===== config.mk =====
export PLATFORM = sky130hd
export DESIGN_NAME = ref_trip_top
export DESIGN_NICKNAME = d
export VERILOG_FILES = /design/src/core/ref_pkg.sv /design/src/core/ref_char_eval.sv /design/src/core/ref_trip_top.sv
export SDC_FILE = /design/constraint.sdc
export NUM_CORES = 1
export LEC_CHECK = 0
export ABC_AREA = 1
export BUFFER_PORTS_ARGS = -buffer_cell sky130_fd_sc_hd__buf_2
export CORE_MARGIN = 2
export CORE_UTILIZATION = 55
export DETAILED_ROUTE_END_ITERATION = 7
export GPL_ROUTABILITY_DRIVEN = 0
export GPL_TIMING_DRIVEN = 0
export HOLD_SLACK_MARGIN = 0.15
export PLACE_DENSITY = 0.79
export SETUP_SLACK_MARGIN = 0.1
export SYNTH_ARGS = -nofsm -noshare
export SYNTH_HDL_FRONTEND = slang
export SYNTH_HIERARCHICAL = 1
export SYNTH_SLANG_ARGS = --single-unit

===== constraint.sdc =====
create_clock -name sys_clk_i -period 12.64 [get_ports sys_clk_i]
set_input_delay 3.792 -clock sys_clk_i [delete_from_list [all_inputs] [get_ports sys_clk_i]]
set_output_delay 3.792 -clock sys_clk_i [all_outputs]
set_load 0.01 [all_outputs]

===== src/core/ref_pkg.sv =====
// Constants and types shared by the restricted earth-fault trip block
package ref_pkg;
  localparam int ADDR_W = 8;
  localparam logic [7:0] ADDR_CTRL = 8'h00;
  localparam logic [7:0] ADDR_BASE = 8'h04;
  localparam logic [7:0] ADDR_SLOPE = 8'h08;
  localparam logic [7:0] ADDR_BRK = 8'h0c;
  localparam logic [7:0] ADDR_STATUS = 8'h10;
  localparam logic [7:0] ADDR_DIFF = 8'h14;
  localparam logic [7:0] ADDR_BIAS = 8'h18;
  localparam logic [7:0] ADDR_IRQ_STAT = 8'h1c;
  localparam logic [7:0] ADDR_IRQ_MASK = 8'h20;
  localparam int CTRL_OPER_BIT = 0;
  localparam int CTRL_DIRCHK_BIT = 1;
  localparam logic OPER_RST = 1'b1;
  localparam logic DIRCHK_RST = 1'b1;
  localparam logic [6:0] BASE_MIN = 7'h0a;
  localparam logic [6:0] BASE_MAX = 7'h32;
  localparam logic [6:0] BASE_RST = 7'h1e;
  localparam logic [6:0] SLOPE_MIN = 7'h32;
  localparam logic [6:0] SLOPE_MAX = 7'h64;
  localparam logic [6:0] SLOPE_RST = 7'h46;
  localparam logic [7:0] BRK_MIN = 8'h64;
  localparam logic [7:0] BRK_MAX = 8'hc8;
  localparam logic [7:0] BRK_RST = 8'h7d;
  localparam logic [3:0] DESENS_FACTOR = 4'h4;
  localparam logic [6:0] PCT_SCALE = 7'h64;
  localparam int ST_TRIP_BIT = 0;
  localparam int ST_CHAR_BIT = 1;
  localparam int ST_DIRBLK_BIT = 2;
  localparam int ST_USRBLK_BIT = 3;
  localparam int IRQ_W = 2;
  localparam int IRQ_TRIP_BIT = 0;
  localparam int IRQ_CHAR_BIT = 1;
  localparam logic [1:0] IRQ_MASK_RST = 2'h0;
  typedef enum logic [1:0] {
    REF_RESP_OKAY = 2'b00,
    REF_RESP_SLVERR = 2'b10
  } ref_resp_t;
  typedef struct packed {
    logic oper;
    logic dir_chk;
    logic [6:0] base;
    logic [6:0] slope;
    logic [7:0] brk;
  } ref_cfg_t;
endpackage


===== src/core/ref_char_eval.sv =====
// Differential, bias and characteristic comparison, purely combinational
`timescale 1ns/1ps
module ref_char_eval #(
  parameter int DW = 16
) (
  input wire logic [DW-1:0] phase1_fund_i,
  input wire logic [DW-1:0] phase2_fund_i,
  input wire logic [DW-1:0] phase3_fund_i,
  input wire logic [DW-1:0] neutral_fund_i,
  input wire ref_pkg::ref_cfg_t cfg_i,
  input wire logic desensitise_in_i,
  output logic [DW+1:0] diff_sum_o,
  output logic [DW-1:0] bias_max_o,
  output logic [8:0] base_eff_o,
  output logic above_o
);
  localparam int CW = DW + 10;
  logic [DW-1:0] max_a;
  logic [DW-1:0] max_b;
  logic [DW-1:0] brk_w;
  logic [DW-1:0] excess;
  logic [CW-1:0] lhs;
  logic [CW-1:0] rhs;

  assign diff_sum_o = {2'b00, phase1_fund_i} + {2'b00, phase2_fund_i}
                    + {2'b00, phase3_fund_i} + {2'b00, neutral_fund_i};
  assign max_a = (phase1_fund_i >= phase2_fund_i) ? phase1_fund_i : phase2_fund_i;
  assign max_b = (phase3_fund_i >= neutral_fund_i) ? phase3_fund_i : neutral_fund_i;
  assign bias_max_o = (max_a >= max_b) ? max_a : max_b;
  assign base_eff_o = desensitise_in_i ?
      9'({2'b00, cfg_i.base} * {5'h00, ref_pkg::DESENS_FACTOR}) : {2'b00, cfg_i.base};
  assign brk_w = DW'(cfg_i.brk);
  // Above the breakpoint the threshold rises with the excess bias only
  assign excess = (bias_max_o > brk_w) ? bias_max_o - brk_w : '0;
  // Both sides scaled by 100 so the slope percentage needs no divider
  assign lhs = CW'(diff_sum_o) * CW'(ref_pkg::PCT_SCALE);
  assign rhs = CW'(base_eff_o) * CW'(ref_pkg::PCT_SCALE)
             + CW'(cfg_i.slope) * CW'(excess);
  assign above_o = lhs > rhs;
endmodule // ref_char_eval


===== src/core/ref_trip_top.sv =====
// Restricted earth-fault trip block with AXI4-Lite settings and interrupt
// Notes on behaviour
// - Differential is sum of four fundamentals
// - Bias is largest of four fundamentals
// - Base sensitivity 10..50 percent, default 30
// - Slope 50..100 percent of bias, default 70
// - Breakpoint bias 100..200 percent, default 125
// - Desensitise input multiplies base sensitivity by four
// - Differential and bias output as percent values
// - Internal trip flag when differential above curve
// - Trip needs flag, no blocking, operation on
// - Directional start blocks only when check enabled
// - User block input always suppresses trip
// - Operation setting Off or On, default On
// - Directional check setting defaults to true
//
// The implementer's own choices: the AXI4-Lite register port and the register offsets.
`timescale 1ns/1ps
module ref_trip_top #(
  parameter int DW = 16
) (
  input wire logic sys_clk_i,
  input wire logic resetn_i,
  input wire logic [7:0] s_axi_awaddr_i,
  input wire logic s_axi_awvalid_i,
  output logic s_axi_awready_o,
  input wire logic [31:0] s_axi_wdata_i,
  input wire logic [3:0] s_axi_wstrb_i,
  input wire logic s_axi_wvalid_i,
  output logic s_axi_wready_o,
  output logic [1:0] s_axi_bresp_o,
  output logic s_axi_bvalid_o,
  input wire logic s_axi_bready_i,
  input wire logic [7:0] s_axi_araddr_i,
  input wire logic s_axi_arvalid_i,
  output logic s_axi_arready_o,
  output logic [31:0] s_axi_rdata_o,
  output logic [1:0] s_axi_rresp_o,
  output logic s_axi_rvalid_o,
  input wire logic s_axi_rready_i,
  input wire logic [DW-1:0] phase1_fund_i,
  input wire logic [DW-1:0] phase2_fund_i,
  input wire logic [DW-1:0] phase3_fund_i,
  input wire logic [DW-1:0] neutral_fund_i,
  input wire logic sample_valid_i,
  input wire logic desensitise_in_i,
  input wire logic user_block_in_i,
  input wire logic dir_block_start_i,
  output logic general_trip_out_o,
  output logic char_trip_internal_o,
  output logic [DW+1:0] diff_measured_o,
  output logic [DW-1:0] bias_measured_o,
  output logic irq_o
);
  generate
    if (DW < 8 || DW > 29) begin : g_bad_dw
      $error("DW must lie between 8 and 29");
    end
  endgenerate

  ref_pkg::ref_cfg_t cfg;
  logic [7:0] aw_addr;
  logic [31:0] w_data;
  logic w_lane0;
  logic do_write;
  logic wr_ok;
  logic [ref_pkg::IRQ_W-1:0] irq_stat;
  logic [ref_pkg::IRQ_W-1:0] irq_mask;
  logic [ref_pkg::IRQ_W-1:0] irq_ev;
  logic [ref_pkg::IRQ_W-1:0] irq_clr;
  logic [ref_pkg::IRQ_W-1:0] next_irq_stat;
  logic [DW+1:0] diff_sum;
  logic [DW-1:0] bias_max;
  logic [8:0] base_eff;
  logic above;
  logic blocked;
  logic next_trip;
  logic next_char;
  logic [31:0] rd_word;
  logic rd_hit;

  ref_char_eval #(.DW(DW)) u_eval (
    .phase1_fund_i(phase1_fund_i),
    .phase2_fund_i(phase2_fund_i),
    .phase3_fund_i(phase3_fund_i),
    .neutral_fund_i(neutral_fund_i),
    .cfg_i(cfg),
    .desensitise_in_i(desensitise_in_i),
    .diff_sum_o(diff_sum),
    .bias_max_o(bias_max),
    .base_eff_o(base_eff),
    .above_o(above)
  );

  // Write address and data are caught independently, in either order
  always_ff @(posedge sys_clk_i) begin
    if (!resetn_i) begin
      s_axi_awready_o <= 1'b1;
      aw_addr <= 8'h00;
    end else if (s_axi_awvalid_i && s_axi_awready_o) begin
      s_axi_awready_o <= 1'b0;
      aw_addr <= s_axi_awaddr_i;
    end else if (do_write) begin
      s_axi_awready_o <= 1'b1;
    end
  end

  always_ff @(posedge sys_clk_i) begin
    if (!resetn_i) begin
      s_axi_wready_o <= 1'b1;
      w_data <= 32'h0000_0000;
      w_lane0 <= 1'b0;
    end else if (s_axi_wvalid_i && s_axi_wready_o) begin
      s_axi_wready_o <= 1'b0;
      w_data <= s_axi_wdata_i;
      w_lane0 <= s_axi_wstrb_i[0];
    end else if (do_write) begin
      s_axi_wready_o <= 1'b1;
    end
  end

  assign do_write = !s_axi_awready_o && !s_axi_wready_o && !s_axi_bvalid_o;

  // Out-of-range settings are refused whole so the curve never leaves its span
  always_comb begin
    wr_ok = 1'b1;
    if (aw_addr == ref_pkg::ADDR_CTRL || aw_addr == ref_pkg::ADDR_IRQ_STAT
        || aw_addr == ref_pkg::ADDR_IRQ_MASK) begin
      wr_ok = 1'b1;
    end else if (aw_addr == ref_pkg::ADDR_BASE) begin
      wr_ok = w_data[31:7] == 25'h0 && w_data[6:0] >= ref_pkg::BASE_MIN
              && w_data[6:0] <= ref_pkg::BASE_MAX;
    end else if (aw_addr == ref_pkg::ADDR_SLOPE) begin
      wr_ok = w_data[31:7] == 25'h0 && w_data[6:0] >= ref_pkg::SLOPE_MIN
              && w_data[6:0] <= ref_pkg::SLOPE_MAX;
    end else if (aw_addr == ref_pkg::ADDR_BRK) begin
      wr_ok = w_data[31:8] == 24'h0 && w_data[7:0] >= ref_pkg::BRK_MIN
              && w_data[7:0] <= ref_pkg::BRK_MAX;
    end else begin
      wr_ok = 1'b0;
    end
  end

  always_ff @(posedge sys_clk_i) begin
    if (!resetn_i) begin
      s_axi_bvalid_o <= 1'b0;
      s_axi_bresp_o <= ref_pkg::REF_RESP_OKAY;
    end else if (do_write) begin
      s_axi_bvalid_o <= 1'b1;
      s_axi_bresp_o <= wr_ok ? ref_pkg::REF_RESP_OKAY : ref_pkg::REF_RESP_SLVERR;
    end else if (s_axi_bready_i) begin
      s_axi_bvalid_o <= 1'b0;
    end
  end

  always_ff @(posedge sys_clk_i) begin
    if (!resetn_i) begin
      cfg.oper <= ref_pkg::OPER_RST;
      cfg.dir_chk <= ref_pkg::DIRCHK_RST;
      cfg.base <= ref_pkg::BASE_RST;
      cfg.slope <= ref_pkg::SLOPE_RST;
      cfg.brk <= ref_pkg::BRK_RST;
      irq_mask <= ref_pkg::IRQ_MASK_RST;
    end else if (do_write && wr_ok && w_lane0) begin
      if (aw_addr == ref_pkg::ADDR_CTRL) begin
        cfg.oper <= w_data[ref_pkg::CTRL_OPER_BIT];
        cfg.dir_chk <= w_data[ref_pkg::CTRL_DIRCHK_BIT];
      end else if (aw_addr == ref_pkg::ADDR_BASE) begin
        cfg.base <= w_data[6:0];
      end else if (aw_addr == ref_pkg::ADDR_SLOPE) begin
        cfg.slope <= w_data[6:0];
      end else if (aw_addr == ref_pkg::ADDR_BRK) begin
        cfg.brk <= w_data[7:0];
      end else if (aw_addr == ref_pkg::ADDR_IRQ_MASK) begin
        irq_mask <= w_data[ref_pkg::IRQ_W-1:0];
      end
    end
  end

  // Characteristic and measured values refresh only on a new input update
  always_ff @(posedge sys_clk_i) begin
    if (!resetn_i) begin
      char_trip_internal_o <= 1'b0;
      diff_measured_o <= '0;
      bias_measured_o <= '0;
    end else if (sample_valid_i) begin
      char_trip_internal_o <= above;
      diff_measured_o <= diff_sum;
      bias_measured_o <= bias_max;
    end
  end

  // Inputs are already compensated, so one unit is one percent
  assign blocked = user_block_in_i || (cfg.dir_chk && dir_block_start_i);
  assign next_trip = char_trip_internal_o && !blocked && cfg.oper;
  assign next_char = sample_valid_i ? above : char_trip_internal_o;

  always_ff @(posedge sys_clk_i) begin
    if (!resetn_i) begin
      general_trip_out_o <= 1'b0;
    end else begin
      general_trip_out_o <= next_trip;
    end
  end

  // A new event in the clearing cycle survives the clear
  assign irq_ev[ref_pkg::IRQ_TRIP_BIT] = next_trip && !general_trip_out_o;
  assign irq_ev[ref_pkg::IRQ_CHAR_BIT] = next_char && !char_trip_internal_o;
  assign irq_clr = (do_write && w_lane0 && aw_addr == ref_pkg::ADDR_IRQ_STAT) ?
                   w_data[ref_pkg::IRQ_W-1:0] : '0;
  assign next_irq_stat = (irq_stat & ~irq_clr) | irq_ev;

  always_ff @(posedge sys_clk_i) begin
    if (!resetn_i) begin
      irq_stat <= '0;
      irq_o <= 1'b0;
    end else begin
      irq_stat <= next_irq_stat;
      irq_o <= |(next_irq_stat & irq_mask);
    end
  end

  always_comb begin
    rd_word = 32'h0000_0000;
    rd_hit = 1'b1;
    if (s_axi_araddr_i == ref_pkg::ADDR_CTRL) begin
      rd_word[ref_pkg::CTRL_OPER_BIT] = cfg.oper;
      rd_word[ref_pkg::CTRL_DIRCHK_BIT] = cfg.dir_chk;
    end else if (s_axi_araddr_i == ref_pkg::ADDR_BASE) begin
      rd_word[6:0] = cfg.base;
    end else if (s_axi_araddr_i == ref_pkg::ADDR_SLOPE) begin
      rd_word[6:0] = cfg.slope;
    end else if (s_axi_araddr_i == ref_pkg::ADDR_BRK) begin
      rd_word[7:0] = cfg.brk;
    end else if (s_axi_araddr_i == ref_pkg::ADDR_STATUS) begin
      rd_word[ref_pkg::ST_TRIP_BIT] = general_trip_out_o;
      rd_word[ref_pkg::ST_CHAR_BIT] = char_trip_internal_o;
      rd_word[ref_pkg::ST_DIRBLK_BIT] = cfg.dir_chk && dir_block_start_i;
      rd_word[ref_pkg::ST_USRBLK_BIT] = user_block_in_i;
    end else if (s_axi_araddr_i == ref_pkg::ADDR_DIFF) begin
      rd_word[DW+1:0] = diff_measured_o;
    end else if (s_axi_araddr_i == ref_pkg::ADDR_BIAS) begin
      rd_word[DW-1:0] = bias_measured_o;
    end else if (s_axi_araddr_i == ref_pkg::ADDR_IRQ_STAT) begin
      rd_word[ref_pkg::IRQ_W-1:0] = irq_stat;
    end else if (s_axi_araddr_i == ref_pkg::ADDR_IRQ_MASK) begin
      rd_word[ref_pkg::IRQ_W-1:0] = irq_mask;
    end else begin
      rd_hit = 1'b0;
    end
  end

  always_ff @(posedge sys_clk_i) begin
    if (!resetn_i) begin
      s_axi_arready_o <= 1'b1;
      s_axi_rvalid_o <= 1'b0;
      s_axi_rdata_o <= 32'h0000_0000;
      s_axi_rresp_o <= ref_pkg::REF_RESP_OKAY;
    end else if (s_axi_arvalid_i && s_axi_arready_o) begin
      s_axi_arready_o <= 1'b0;
      s_axi_rvalid_o <= 1'b1;
      s_axi_rdata_o <= rd_word;
      s_axi_rresp_o <= rd_hit ? ref_pkg::REF_RESP_OKAY : ref_pkg::REF_RESP_SLVERR;
    end else if (s_axi_rvalid_o && s_axi_rready_i) begin
      s_axi_arready_o <= 1'b1;
      s_axi_rvalid_o <= 1'b0;
    end
  end

  // Checks
  localparam int CW = DW + 10;
  logic [CW-1:0] chk_rhs;
  assign chk_rhs = (bias_max > DW'(cfg.brk)) ?
      CW'(base_eff) * CW'(7'h64) + CW'(cfg.slope) * CW'(bias_max - DW'(cfg.brk)) :
      CW'(base_eff) * CW'(7'h64);
endmodule // ref_trip_top


-- Word level (Yosys, flattened, before mapping)
Index checks and enable logic that the tools add are counted.
- reductions and logical operators: 44
- add/sub/neg operators: 5
- multiply operators: 3
- magnitude comparators: 11
- divide/modulo/power cells: 0
- shifts and indexed selects: 0
- mux-type cells: 52
- bitwise operators: 8
- equal/unequal tests: 13
- operators with widths (cell ; number):
    16-bit two-way mux ; 11
    16-bit greater-or-equal comparator ; 3
    8-bit by 5-bit equality test with 1-bit output, second input constant ; 5
    18-bit by 16-bit adder with 18-bit output ; 2
    8-bit by 4-bit equality test with 1-bit output, second input constant ; 4
    14-bit two-way mux ; 2
    25-bit by 26-bit greater-than comparator with 1-bit output ; 1
    25-bit zero test ; 1
    16-bit by 23-bit adder with 24-bit output ; 1
    24-bit zero test ; 1
    18-bit by 5-bit multiplier with 23-bit output, second input constant ; 1
    7-bit by 16-bit multiplier with 23-bit output ; 1
    1-bit two-way mux ; 23
    11-bit two-way mux ; 2
    1-bit logical AND ; 21
    16-bit by 16-bit adder with 17-bit output ; 1
    8-bit by 3-bit equality test with 1-bit output, second input constant ; 2
    8-bit by 6-bit equality test with 1-bit output, second input constant ; 2
    16-bit by 8-bit greater-than comparator with 1-bit output ; 1
    8-bit zero test ; 2
    2-bit two-way mux ; 8
    16-bit by 8-bit subtractor with 16-bit output ; 1
    9-bit by 5-bit multiplier with 14-bit output, second input constant ; 1
    7-bit two-way mux ; 2
    other kinds (23) ; 37
- bits in latches: 0
- logic and storage cells: 159
- ROM bits: 0
- bits in registers: 133
- input bits: 127
- memories kept: 0
- RAM bits: 0

-- Logic depth before layout (Yosys ltp)
Gate-level depths: netlist (run 1).
- depth after elaboration: 15
- depth in mapped cells: 71
- mapped depth without buffers: 68

-- Modules after synthesis
Netlist (run 1), hierarchy kept.
- modules (own cells, without submodules) (module ; sequential area each (µm²) ; cells an instance ; area an instance (µm²) ; instances):
    ref_char_eval ; 0.0 ; 1481 ; 10890.4 ; 1
    ref_trip_top ; 2622.5 ; 814 ; 5806.8 ; 1

-- Least setup slack after synthesis (run 1)
Ideal clock, no wire load.
- kind: in2reg
- start point: input neutral_fund_i[15]
- end point: register irq_o
- stages on the path: 62
- arrival time: 13.506 ns
- required time: 12.581 ns
- path buffers: 4
- slack: -0.925 ns
- setup time: 0.059 ns
- cell sequence: inv_1 > ha_1 > nand2_1 > nor2_2 > and2_1 > nand2_1 > inv_2 > nand2_4 > nand3_4 > buf_6 > clkbuf_1 > nor2_1 > a21oi_1 > ha_1 > a21o_1 > nor2_1 > nand2_1 > nand2_1 > [26 not listed] > a31oi_1 > o21ai_0 > a21boi_0 > o21ai_0 > xnor2_1 > ha_1 > nand2_1 > nor2_1 > nand4_1 > nor2_1 > nand2_1 > nand2_1 > nand2_1 > inv_1 > nand2_1 > or2_2 > a21oi_1 > a22o_1
- cells in the longest elaborated chain, start to end: 14
- elaborated cells on any way between the ends: 17
- classes of those cells: add/sub (3); mul (2); order compare (4); mux (4); bitwise (2); reduce/logical (2)
- ends and longest elaborated chain (item ; line ; RTL):
    start: declaration ; ref_trip_top.sv:44 ; input wire logic [DW-1:0] neutral_fund_i,
    16-bit greater-or-equal comparator ; ref_char_eval.sv:28 ; assign max_b = (phase3_fund_i >= neutral_fund_i) ? phase3_fund_i : neutral_fund_i;
    16-bit two-way mux * ; ref_char_eval.sv:28 ;
    16-bit greater-or-equal comparator ; ref_char_eval.sv:29 ; assign bias_max_o = (max_a >= max_b) ? max_a : max_b;
    16-bit two-way mux * ; ref_char_eval.sv:29 ;
    net bias_max[1] ; ref_trip_top.sv:73 ; logic [DW-1:0] bias_max;
    16-bit by 8-bit subtractor with 16-bit output or 16-bit by 8-bit greater-than comparator with 1-bit output (tied branches) ; ref_char_eval.sv:34 ; assign excess = (bias_max_o > brk_w) ? bias_max_o - brk_w : '0;
    16-bit two-way mux * ; ref_char_eval.sv:34 ;
    7-bit by 16-bit multiplier with 23-bit output * ; ref_char_eval.sv:38 ; + CW'(cfg_i.slope) * CW'(excess);
    16-bit by 23-bit adder with 24-bit output * ; ref_char_eval.sv:38 ;
    25-bit by 26-bit greater-than comparator with 1-bit output * ; ref_char_eval.sv:39 ; assign above_o = lhs > rhs;
    net above ; ref_trip_top.sv:75 ; logic above;
    1-bit two-way mux * ; -- ;
    1-bit logical AND * ; ref_trip_top.sv:208 ; assign irq_ev[ref_pkg::IRQ_CHAR_BIT] = next_char && !char_trip_internal_o;
    2-bit OR * ; ref_trip_top.sv:211 ; assign next_irq_stat = (irq_stat & ~irq_clr) | irq_ev;
    2-bit AND * ; ref_trip_top.sv:219 ; irq_o <= |(next_irq_stat & irq_mask);
    2-bit OR reduction * ; ref_trip_top.sv:219 ;
    end signal: assignment ; ref_trip_top.sv:219 ;
    end: declaration ; ref_trip_top.sv:53 ; output logic irq_o
The timed path passes the listed nets; every way through them passes the cells marked *.
A chain may end at the register's enable or synchronous reset.

-- Worst setup path in the final report (run 1)
- start point: input phase2_fund_i[10]
- end point: register irq_o
- cells in the longest elaborated chain, start to end: 14
- elaborated cells on any way between the ends: 19
- classes of those cells: add/sub (5); mul (2); order compare (4); mux (4); bitwise (2); reduce/logical (2)
- ends and longest elaborated chain (item ; line ; RTL):
    start: declaration ; ref_trip_top.sv:42 ; input wire logic [DW-1:0] phase2_fund_i,
    16-bit greater-or-equal comparator ; ref_char_eval.sv:27 ; assign max_a = (phase1_fund_i >= phase2_fund_i) ? phase1_fund_i : phase2_fund_i;
    16-bit two-way mux * ; ref_char_eval.sv:27 ;
    16-bit greater-or-equal comparator ; ref_char_eval.sv:29 ;
    16-bit two-way mux * ; ref_char_eval.sv:29 ;
    net bias_max[3] ; ref_trip_top.sv:73 ;
    16-bit by 8-bit subtractor with 16-bit output or 16-bit by 8-bit greater-than comparator with 1-bit output (tied branches) ; ref_char_eval.sv:34 ;
    16-bit two-way mux * ; ref_char_eval.sv:34 ;
    7-bit by 16-bit multiplier with 23-bit output * ; ref_char_eval.sv:38 ;
    16-bit by 23-bit adder with 24-bit output * ; ref_char_eval.sv:38 ;
    25-bit by 26-bit greater-than comparator with 1-bit output * ; ref_char_eval.sv:39 ;
    net above ; ref_trip_top.sv:75 ;
    1-bit two-way mux * ; -- ;
    1-bit logical AND * ; ref_trip_top.sv:208 ;
    2-bit OR * ; ref_trip_top.sv:211 ;
    2-bit AND * ; ref_trip_top.sv:219 ;
    2-bit OR reduction * ; ref_trip_top.sv:219 ;
Marks and branches as above.

==> results of run 1 <==
-- cell usage in the layout (no fill, tap or decap), types with 34 or more instances in the layout --
master	instances
inv_1	347
nand3_1	88
ha_4	53
a21oi_1	128
ha_1	174
xor2_1	38
dfxtp_1	131
o21ai_0	111
buf_2	152
clkbuf_1	34
inv_2	47
nand2_2	52
buf_4	118
nand2_1	300
nor2_2	39
nand4_1	65
fa_1	130
nor2_1	231
-- through the flow --
| step | hold WS, ns | TNS [ns] |
|---|---|---|
| 2_1_floorplan | 0.4441 | -0.2322 |
| 3_3_place_gp | 0.4536 | -5.624 |
| 3_5_place_dp | 0.4562 | -6.009 |
| 4_1_cts | 0.4651 | -0.4472 |
| 5_1_grt | 0.4853 | -3.549 |
| 6_report | 0.4696 | -2.552 |
-- routing by layer --
layer  wire (um)  share of wire (%)  GRT usage, %
met5           0                  0             0
met4        4680                7.6         15.31
met2       28520                 46         58.54
met1       22310                 36         43.30
met3        6452                 10         6.436
-- path summary, 6_finish.rpt --
| kind | startpoint | endpoint | slack [ns] | depth (start not counted) |
|---|---|---|---|---|
| max | phase2_fund_i[10] | irq_o | -1.00 | 62 |
| min | s_axi_rresp_o[1] | s_axi_rresp_o[1] | 0.47 | 2 |
| max reg2reg | cfg[18] | irq_o | 4.33 | 42 |
| min reg2reg | s_axi_rresp_o[1] | s_axi_rresp_o[1] | 0.47 | 2 |
-- cells by family after synthesis --
group           Yosys count  synth area share [%]
simple gates            884                 23.79
buf+inv                 483                 11.67
compound gates          371                 12.35
fa+ha+maj               362                 33.15
flops                   131                 15.71
xor+xnor                 63                 3.305
other cells               1               0.02246
-- critical path: cells and delay by family --
kind | cells | cell delay (ns)
fa+ha+maj | 9 | 3.32
xor+xnor | 1 | 0.18
simple gates | 25 | 3.03
compound gates | 14 | 2.18
buf+inv | 13 | 1.47
-- final cells by class --
type | instances | area, um^2 | area share (%)
Buffer | 72 | 505.5 | 2.312
Sequential cell | 131 | 2623 | 11.99
Timing Repair Buffer | 294 | 2115 | 9.670
Inverter | 411 | 1592 | 7.278
Clock buffer | 18 | 439.2 | 2.008
Tap cell | 390 | 488.0 | 2.232
Multi-Input combinational cell | 1696 | 13950 | 63.79
Clock inverter | 14 | 156.4 | 0.7152
-- registers in the layout (all words and copies together) (netlist names) --
signal and flops:
aw_addr 8, bias_measured_o 16, cfg 24, char_trip_internal_o 1, diff_measured_o 18, general_trip_out_o 1
irq_mask 2, irq_o 1, irq_stat 2, s_axi_arready_o 1, s_axi_awready_o 1, s_axi_bresp_o 1
s_axi_bvalid_o 1, s_axi_rdata_o 18, s_axi_rresp_o 1, s_axi_rvalid_o 1, s_axi_wready_o 1, w_data 32
w_lane0 1
-- timing repair --
| item | 4_1_cts | 5_1_grt |
|---|---|---|
| setup buffers | 74 | 32 |
| pin swaps | 104 | 99 |
| endpoints found under the setup margin | 3 | 3 |
| gates resized for setup | 254 | 147 |
| gates cloned | 4 | 0 |
==> results.py, run 1 <==
metrics = {
    "yosys": {
        "syn_area_per_cell_um2": 7.275,
        "synthCells": 2295,
        "synth_area_leaders": "ha_1, fa_1, dfxtp_1",
        "synth_common_cells": "inv_1, nand2_1, nor2_1, ha_1, a21oi_1",
        "netlist_area_mm2": 0.01670,
        "synthArstFlopShare_pct": 0,
        "ys_warn_count": 6,
        "yosys_register_bits": 131,
        "synthFlopType": "dfxtp_1",
        "yosysTopAreaCell": "ha_1",
        "ys_seq_area_share_pct": 15.71,
        "synth_edf_count": 0,
        "synth_top_area_share_pct": 17.09,
        "synth_most_common_cell": "inv_1",
        "netlist-cell-type-count": 56,
    },
    "placement": {
        "dp_hpwl_mm": 41.44,
        "place_ws_ns": -2.159,
        "dpl_cell_area_mm2": 0.01866,
        "io_buffers": 184,
        "dp.cells": 2884,
    },
    "worst_setup_path": {
        "required_ns": 13.02,
        "critical-path-max-stage-delay_ns": 0.58,
        "path_max_fanout": 8,
        "cp-start-kind": "primary input",
        "worstSetupPathType": "primary input to flop",
        "end_kind": "flop",
        "arrival_ns": 14.02,
        "crit_top_cell": "nand2_1",
        "slowest_stage": "fa_1",
    },
    "floorplanning": {
        "die_y_um": 178.2,
        "rows": 63,
        "die_w_um": 178.2,
        "io-pin-count": 205,
        "core_mm2": 0.02980,
        "start_util_pct": 56.04,
        "die_area_mm2": 0.03177,
    },
    "layout": {
        "drive_above_1_share_pct": 27.50,
        "n_antenna_cell": 0,
        "fin_nets": 3112,
        "final_core_util_pct": 73.39,
        "final_cell_area_mm2": 0.02187,
        "final_cells": 3026,
        "area_delta_synth_final_pct": 30.96,
        "n_fill_cell": 2039,
    },
    "clocking": {
        "clk_pin_slew_ns": 0.06,
        "htree_num_levels": 4,
        "clk_latency_ns": 0.43,
        "cts_buffers": 17,
        "hold_buffers": 0,
        "cts_buffer_depth": 2,
        "cts-root-buf": "clkbuf_16",
        "cts_sinks": 131,
        "cts_tree": "done",
    },
    "grt": {
        "grt_pass1_vias": 17249,
        "grt_pass1_wl_mm": 86.67,
        "grt_max_degree": 17,
        "grt.overflow.total": 0,
        "grt_usage_pct": 34.70,
        "antenna_found_initial": 0,
    },
    "timing": {
        "fin_ws_ns": -1.004,
        "relSlewSlack_pct": 47.69,
        "fmax_mhz": 73.29,
        "hold_viol": 0,
        "slew_violations": 0,
        "fin_crit_sh_pct": 107.9,
        "worst_clock_skew_ns": 0.01014,
        "rsz0062_at_grt": "yes",
        "tightest_slew_ns": 0.7846,
        "fin_crit_ns": 13.64,
        "setup_viol": 3,
    },
    "detailed_routing": {
        "first_pass_iters": 8,
        "wire_per_inst_um": 20.48,
        "drt_iter0_drc": 2035,
        "routed_wl_mm": 61.96,
        "num_vias": 18372,
        "via_per_inst": 6.071,
        "final_antenna_net_count": 0,
        "drc": 32,
    },
    "outcome": {
        "outcome": "finished with violations",
        "violations": "DRC, setup timing",
    },
    "job": {
        "drv_cap": 0,
    },
    "hold_path": {
        "hold_class": "flop to flop",
    },
}
Power of run 1 is left out: the tool's default activity adds up to more than one toggle a clock period on the data nets, which glitch-free logic cannot reach.
==> run 2: changes to the inputs <==
--- a/config.mk
+++ b/config.mk
@@ -13,6 +13,7 @@
 export GPL_ROUTABILITY_DRIVEN = 0
 export GPL_TIMING_DRIVEN = 0
 export HOLD_SLACK_MARGIN = 0.15
+export MAX_ROUTING_LAYER = met4
 export PLACE_DENSITY = 0.79
 export SETUP_SLACK_MARGIN = 0.1
 export SYNTH_ARGS = -nofsm -noshare
==> run 2 against run 1 <==
Net effect:
- the run ends with setup timing left
- non-clock buffer count up 8
- clock-buffer cell count unchanged
- sequential share of layout area down 0.051 points
- first-iteration DRC count up 13%
- via count up 0.93%
- worst setup slack worse by 0.43 ns
- final area up 0.42%
- register-to-register slack better by 0.06 ns
- worst hold slack worse by 0.0028 ns
- critical path depth down 3
- routed wire length up 2.6%
- die area unchanged
- critical path type unchanged
- largest cell class unchanged
- highest routed layer unchanged
==> results.py, run 2 (synthesis results as in run 1) <==
metrics = {
    "clocking": {
        "htree_num_levels": 4,
        "cts_buffer_depth": 2,
        "cts_tree": "done",
        "clk_pin_slew_ns": 0.06,
        "cts-root-buf": "clkbuf_16",
        "clk_latency_ns": 0.43,
        "cts_sinks": 131,
        "cts_buffers": 17,
    },
    "grt": {
        "grt_pass1_vias": 17250,
        "antenna_found_initial": 0,
        "grt_max_degree": 17,
        "grt_usage_pct": 35.70,
        "grt.overflow.total": 0,
        "grt_pass1_wl_mm": 86.67,
    },
    "placement": {
        "dp_hpwl_mm": 41.44,
        "place_ws_ns": -2.159,
        "io_buffers": 184,
        "dp.cells": 2884,
    },
    "detailed_routing": {
        "num_vias": 18543,
        "first_pass_iters": 8,
        "route.met2.wl_mm": 28.68,
        "met3_length_mm": 6.786,
        "highest_layer": "met4",
        "wire_per_inst_um": 20.94,
        "via_per_inst": 6.110,
        "final_antenna_net_count": 0,
        "drt_iter0_drc": 2302,
        "wl_met1_mm": 22.87,
        "drc": 0,
        "routed_wl_mm": 63.54,
    },
    "layout": {
        "drive_above_1_share_pct": 27.80,
        "largest_register_ffs": 32,
        "fin_nets": 3120,
        "reg_top3": "w_data x32, cfg x24",
        "final_cell_mix": "inv_1, nand2_1, nor2_1",
        "regMostFlops": "w_data",
        "final_core_util_pct": 73.70,
        "multiInputGateArea_mm2": 0.01400,
        "final_cells": 3035,
        "area_delta_synth_final_pct": 31.52,
        "n_fill_cell": 2007,
        "seq_area_mm2": 0.002623,
        "final_common_cell": "inv_1",
    },
    "worst_setup_path": {
        "cp-endpoint": "irq_o",
        "r2r-start": "cfg[18]",
        "r2r-end": "irq_o",
        "slowest_stage": "fa_1",
        "worstSetupPathType": "primary input to flop",
        "cp-start-kind": "primary input",
        "arrival_ns": 14.44,
        "crit_start": "neutral_fund_i[7]",
        "rr_worst_depth": 42,
        "r2r_slack_ns": 4.39,
        "path_max_fanout": 7,
        "crit_top_cell": "nand2_1",
        "required_ns": 13.01,
        "end_kind": "flop",
        "critical-path-max-stage-delay_ns": 0.52,
    },
    "timing": {
        "relSlewSlack_pct": 47.71,
        "slew_violations": 0,
        "worst_clock_skew_ns": 0.01395,
        "hold_slack_ns": 0.4668,
        "hold_viol": 0,
        "tightest_slew_ns": 0.7843,
        "fin_ws_ns": -1.430,
        "fmax_mhz": 71.07,
        "rsz0062_at_grt": "yes",
        "fin_crit_sh_pct": 111.3,
        "fin_crit_ns": 14.07,
        "setup_viol": 3,
    },
    "floorplanning": {
        "die_area_mm2": 0.03177,
        "core_mm2": 0.02980,
        "start_util_pct": 56.04,
        "die_w_um": 178.2,
        "die_y_um": 178.2,
        "io-pin-count": 205,
        "rows": 63,
    },
    "job": {
        "drv_cap": 0,
    },
    "hold_path": {
        "hold_class": "flop to flop",
    },
    "outcome": {
        "outcome": "finished with violations",
        "violations": "setup timing",
    },
}
[run 2: cell types whose count changed in the layout (fill, tap and decap cells not counted), moves of 4 or more]
| cell | change |
|---|---|
| nand2_2 | +4 |
| buf_4 | +8 |
| nand2_1 | -5 |
| inv_2 | -5 |
| inv_1 | +4 |
[run 2: through the flow]
step           cell area [um^2]  TNS [ns]
6_report                  21960    -3.895
3_5_place_dp              18660    -6.009
4_1_cts                   21000   -0.4472
3_3_place_gp              18660    -5.624
5_1_grt                   21960    -4.831
2_1_floorplan             17250   -0.2322
[run 2: cell type report]
| type | count | area share, % |
|---|---|---|
| inverters | 411 | 7.259 |
| multi-input cells | 1696 | 63.74 |
| well taps | 390 | 2.222 |
| flip-flops and latches | 131 | 11.94 |
| repair buffers | 302 | 9.794 |
| diodes | 1 | 0.01140 |
| plain buffers | 72 | 2.319 |
| clock inverters | 14 | 0.7122 |
| clock buffers | 18 | 2.000 |
[run 2: critical path, delay by kind of cell]
kind	cells	cell delay, ns
and+or+nand+nor	22	2.90
AOI/OAI and AO/OA	16	2.92
xor gates and xnor gates	1	0.16
buffers and inverters	11	1.23
adders and majority gates	9	3.41
[run 2: how the worst min path moves through the flow]
stage                      start                end  slack [ns]  cells past startpoint
6_report        s_axi_rresp_o[1]   s_axi_rresp_o[1]        0.47                      2
5_1_grt        s_axi_rdata_o[17]  s_axi_rdata_o[17]        0.49                      2
4_1_cts         s_axi_rresp_o[1]   s_axi_rresp_o[1]        0.47                      2
3_5_place_dp    s_axi_rresp_o[1]   s_axi_rresp_o[1]        0.46                      2
3_3_place_gp   s_axi_rdata_o[17]  s_axi_rdata_o[17]        0.45                      2
2_1_floorplan         w_data[31]         w_data[31]        0.44                      2
[run 2: layer usage]
metal | vias to the layer above | GRT usage (%)
li1 | 8055 | -
met1 | 8587 | 43.46
met3 | 506 | 5.989
met5 | - | -
met2 | 1395 | 58.61
met4 | 0 | 15.31
[run 2: repair_timing]
item                                    in CTS  in global routing
endpoints found under the setup margin       3                  3
setup buffers                               74                 41
pin swaps                                  104                115
gates resized for setup                    254                160
cloned                                       4                  0
hold buffers                                 0                  0
Power of run 2 is left out for the same reason.
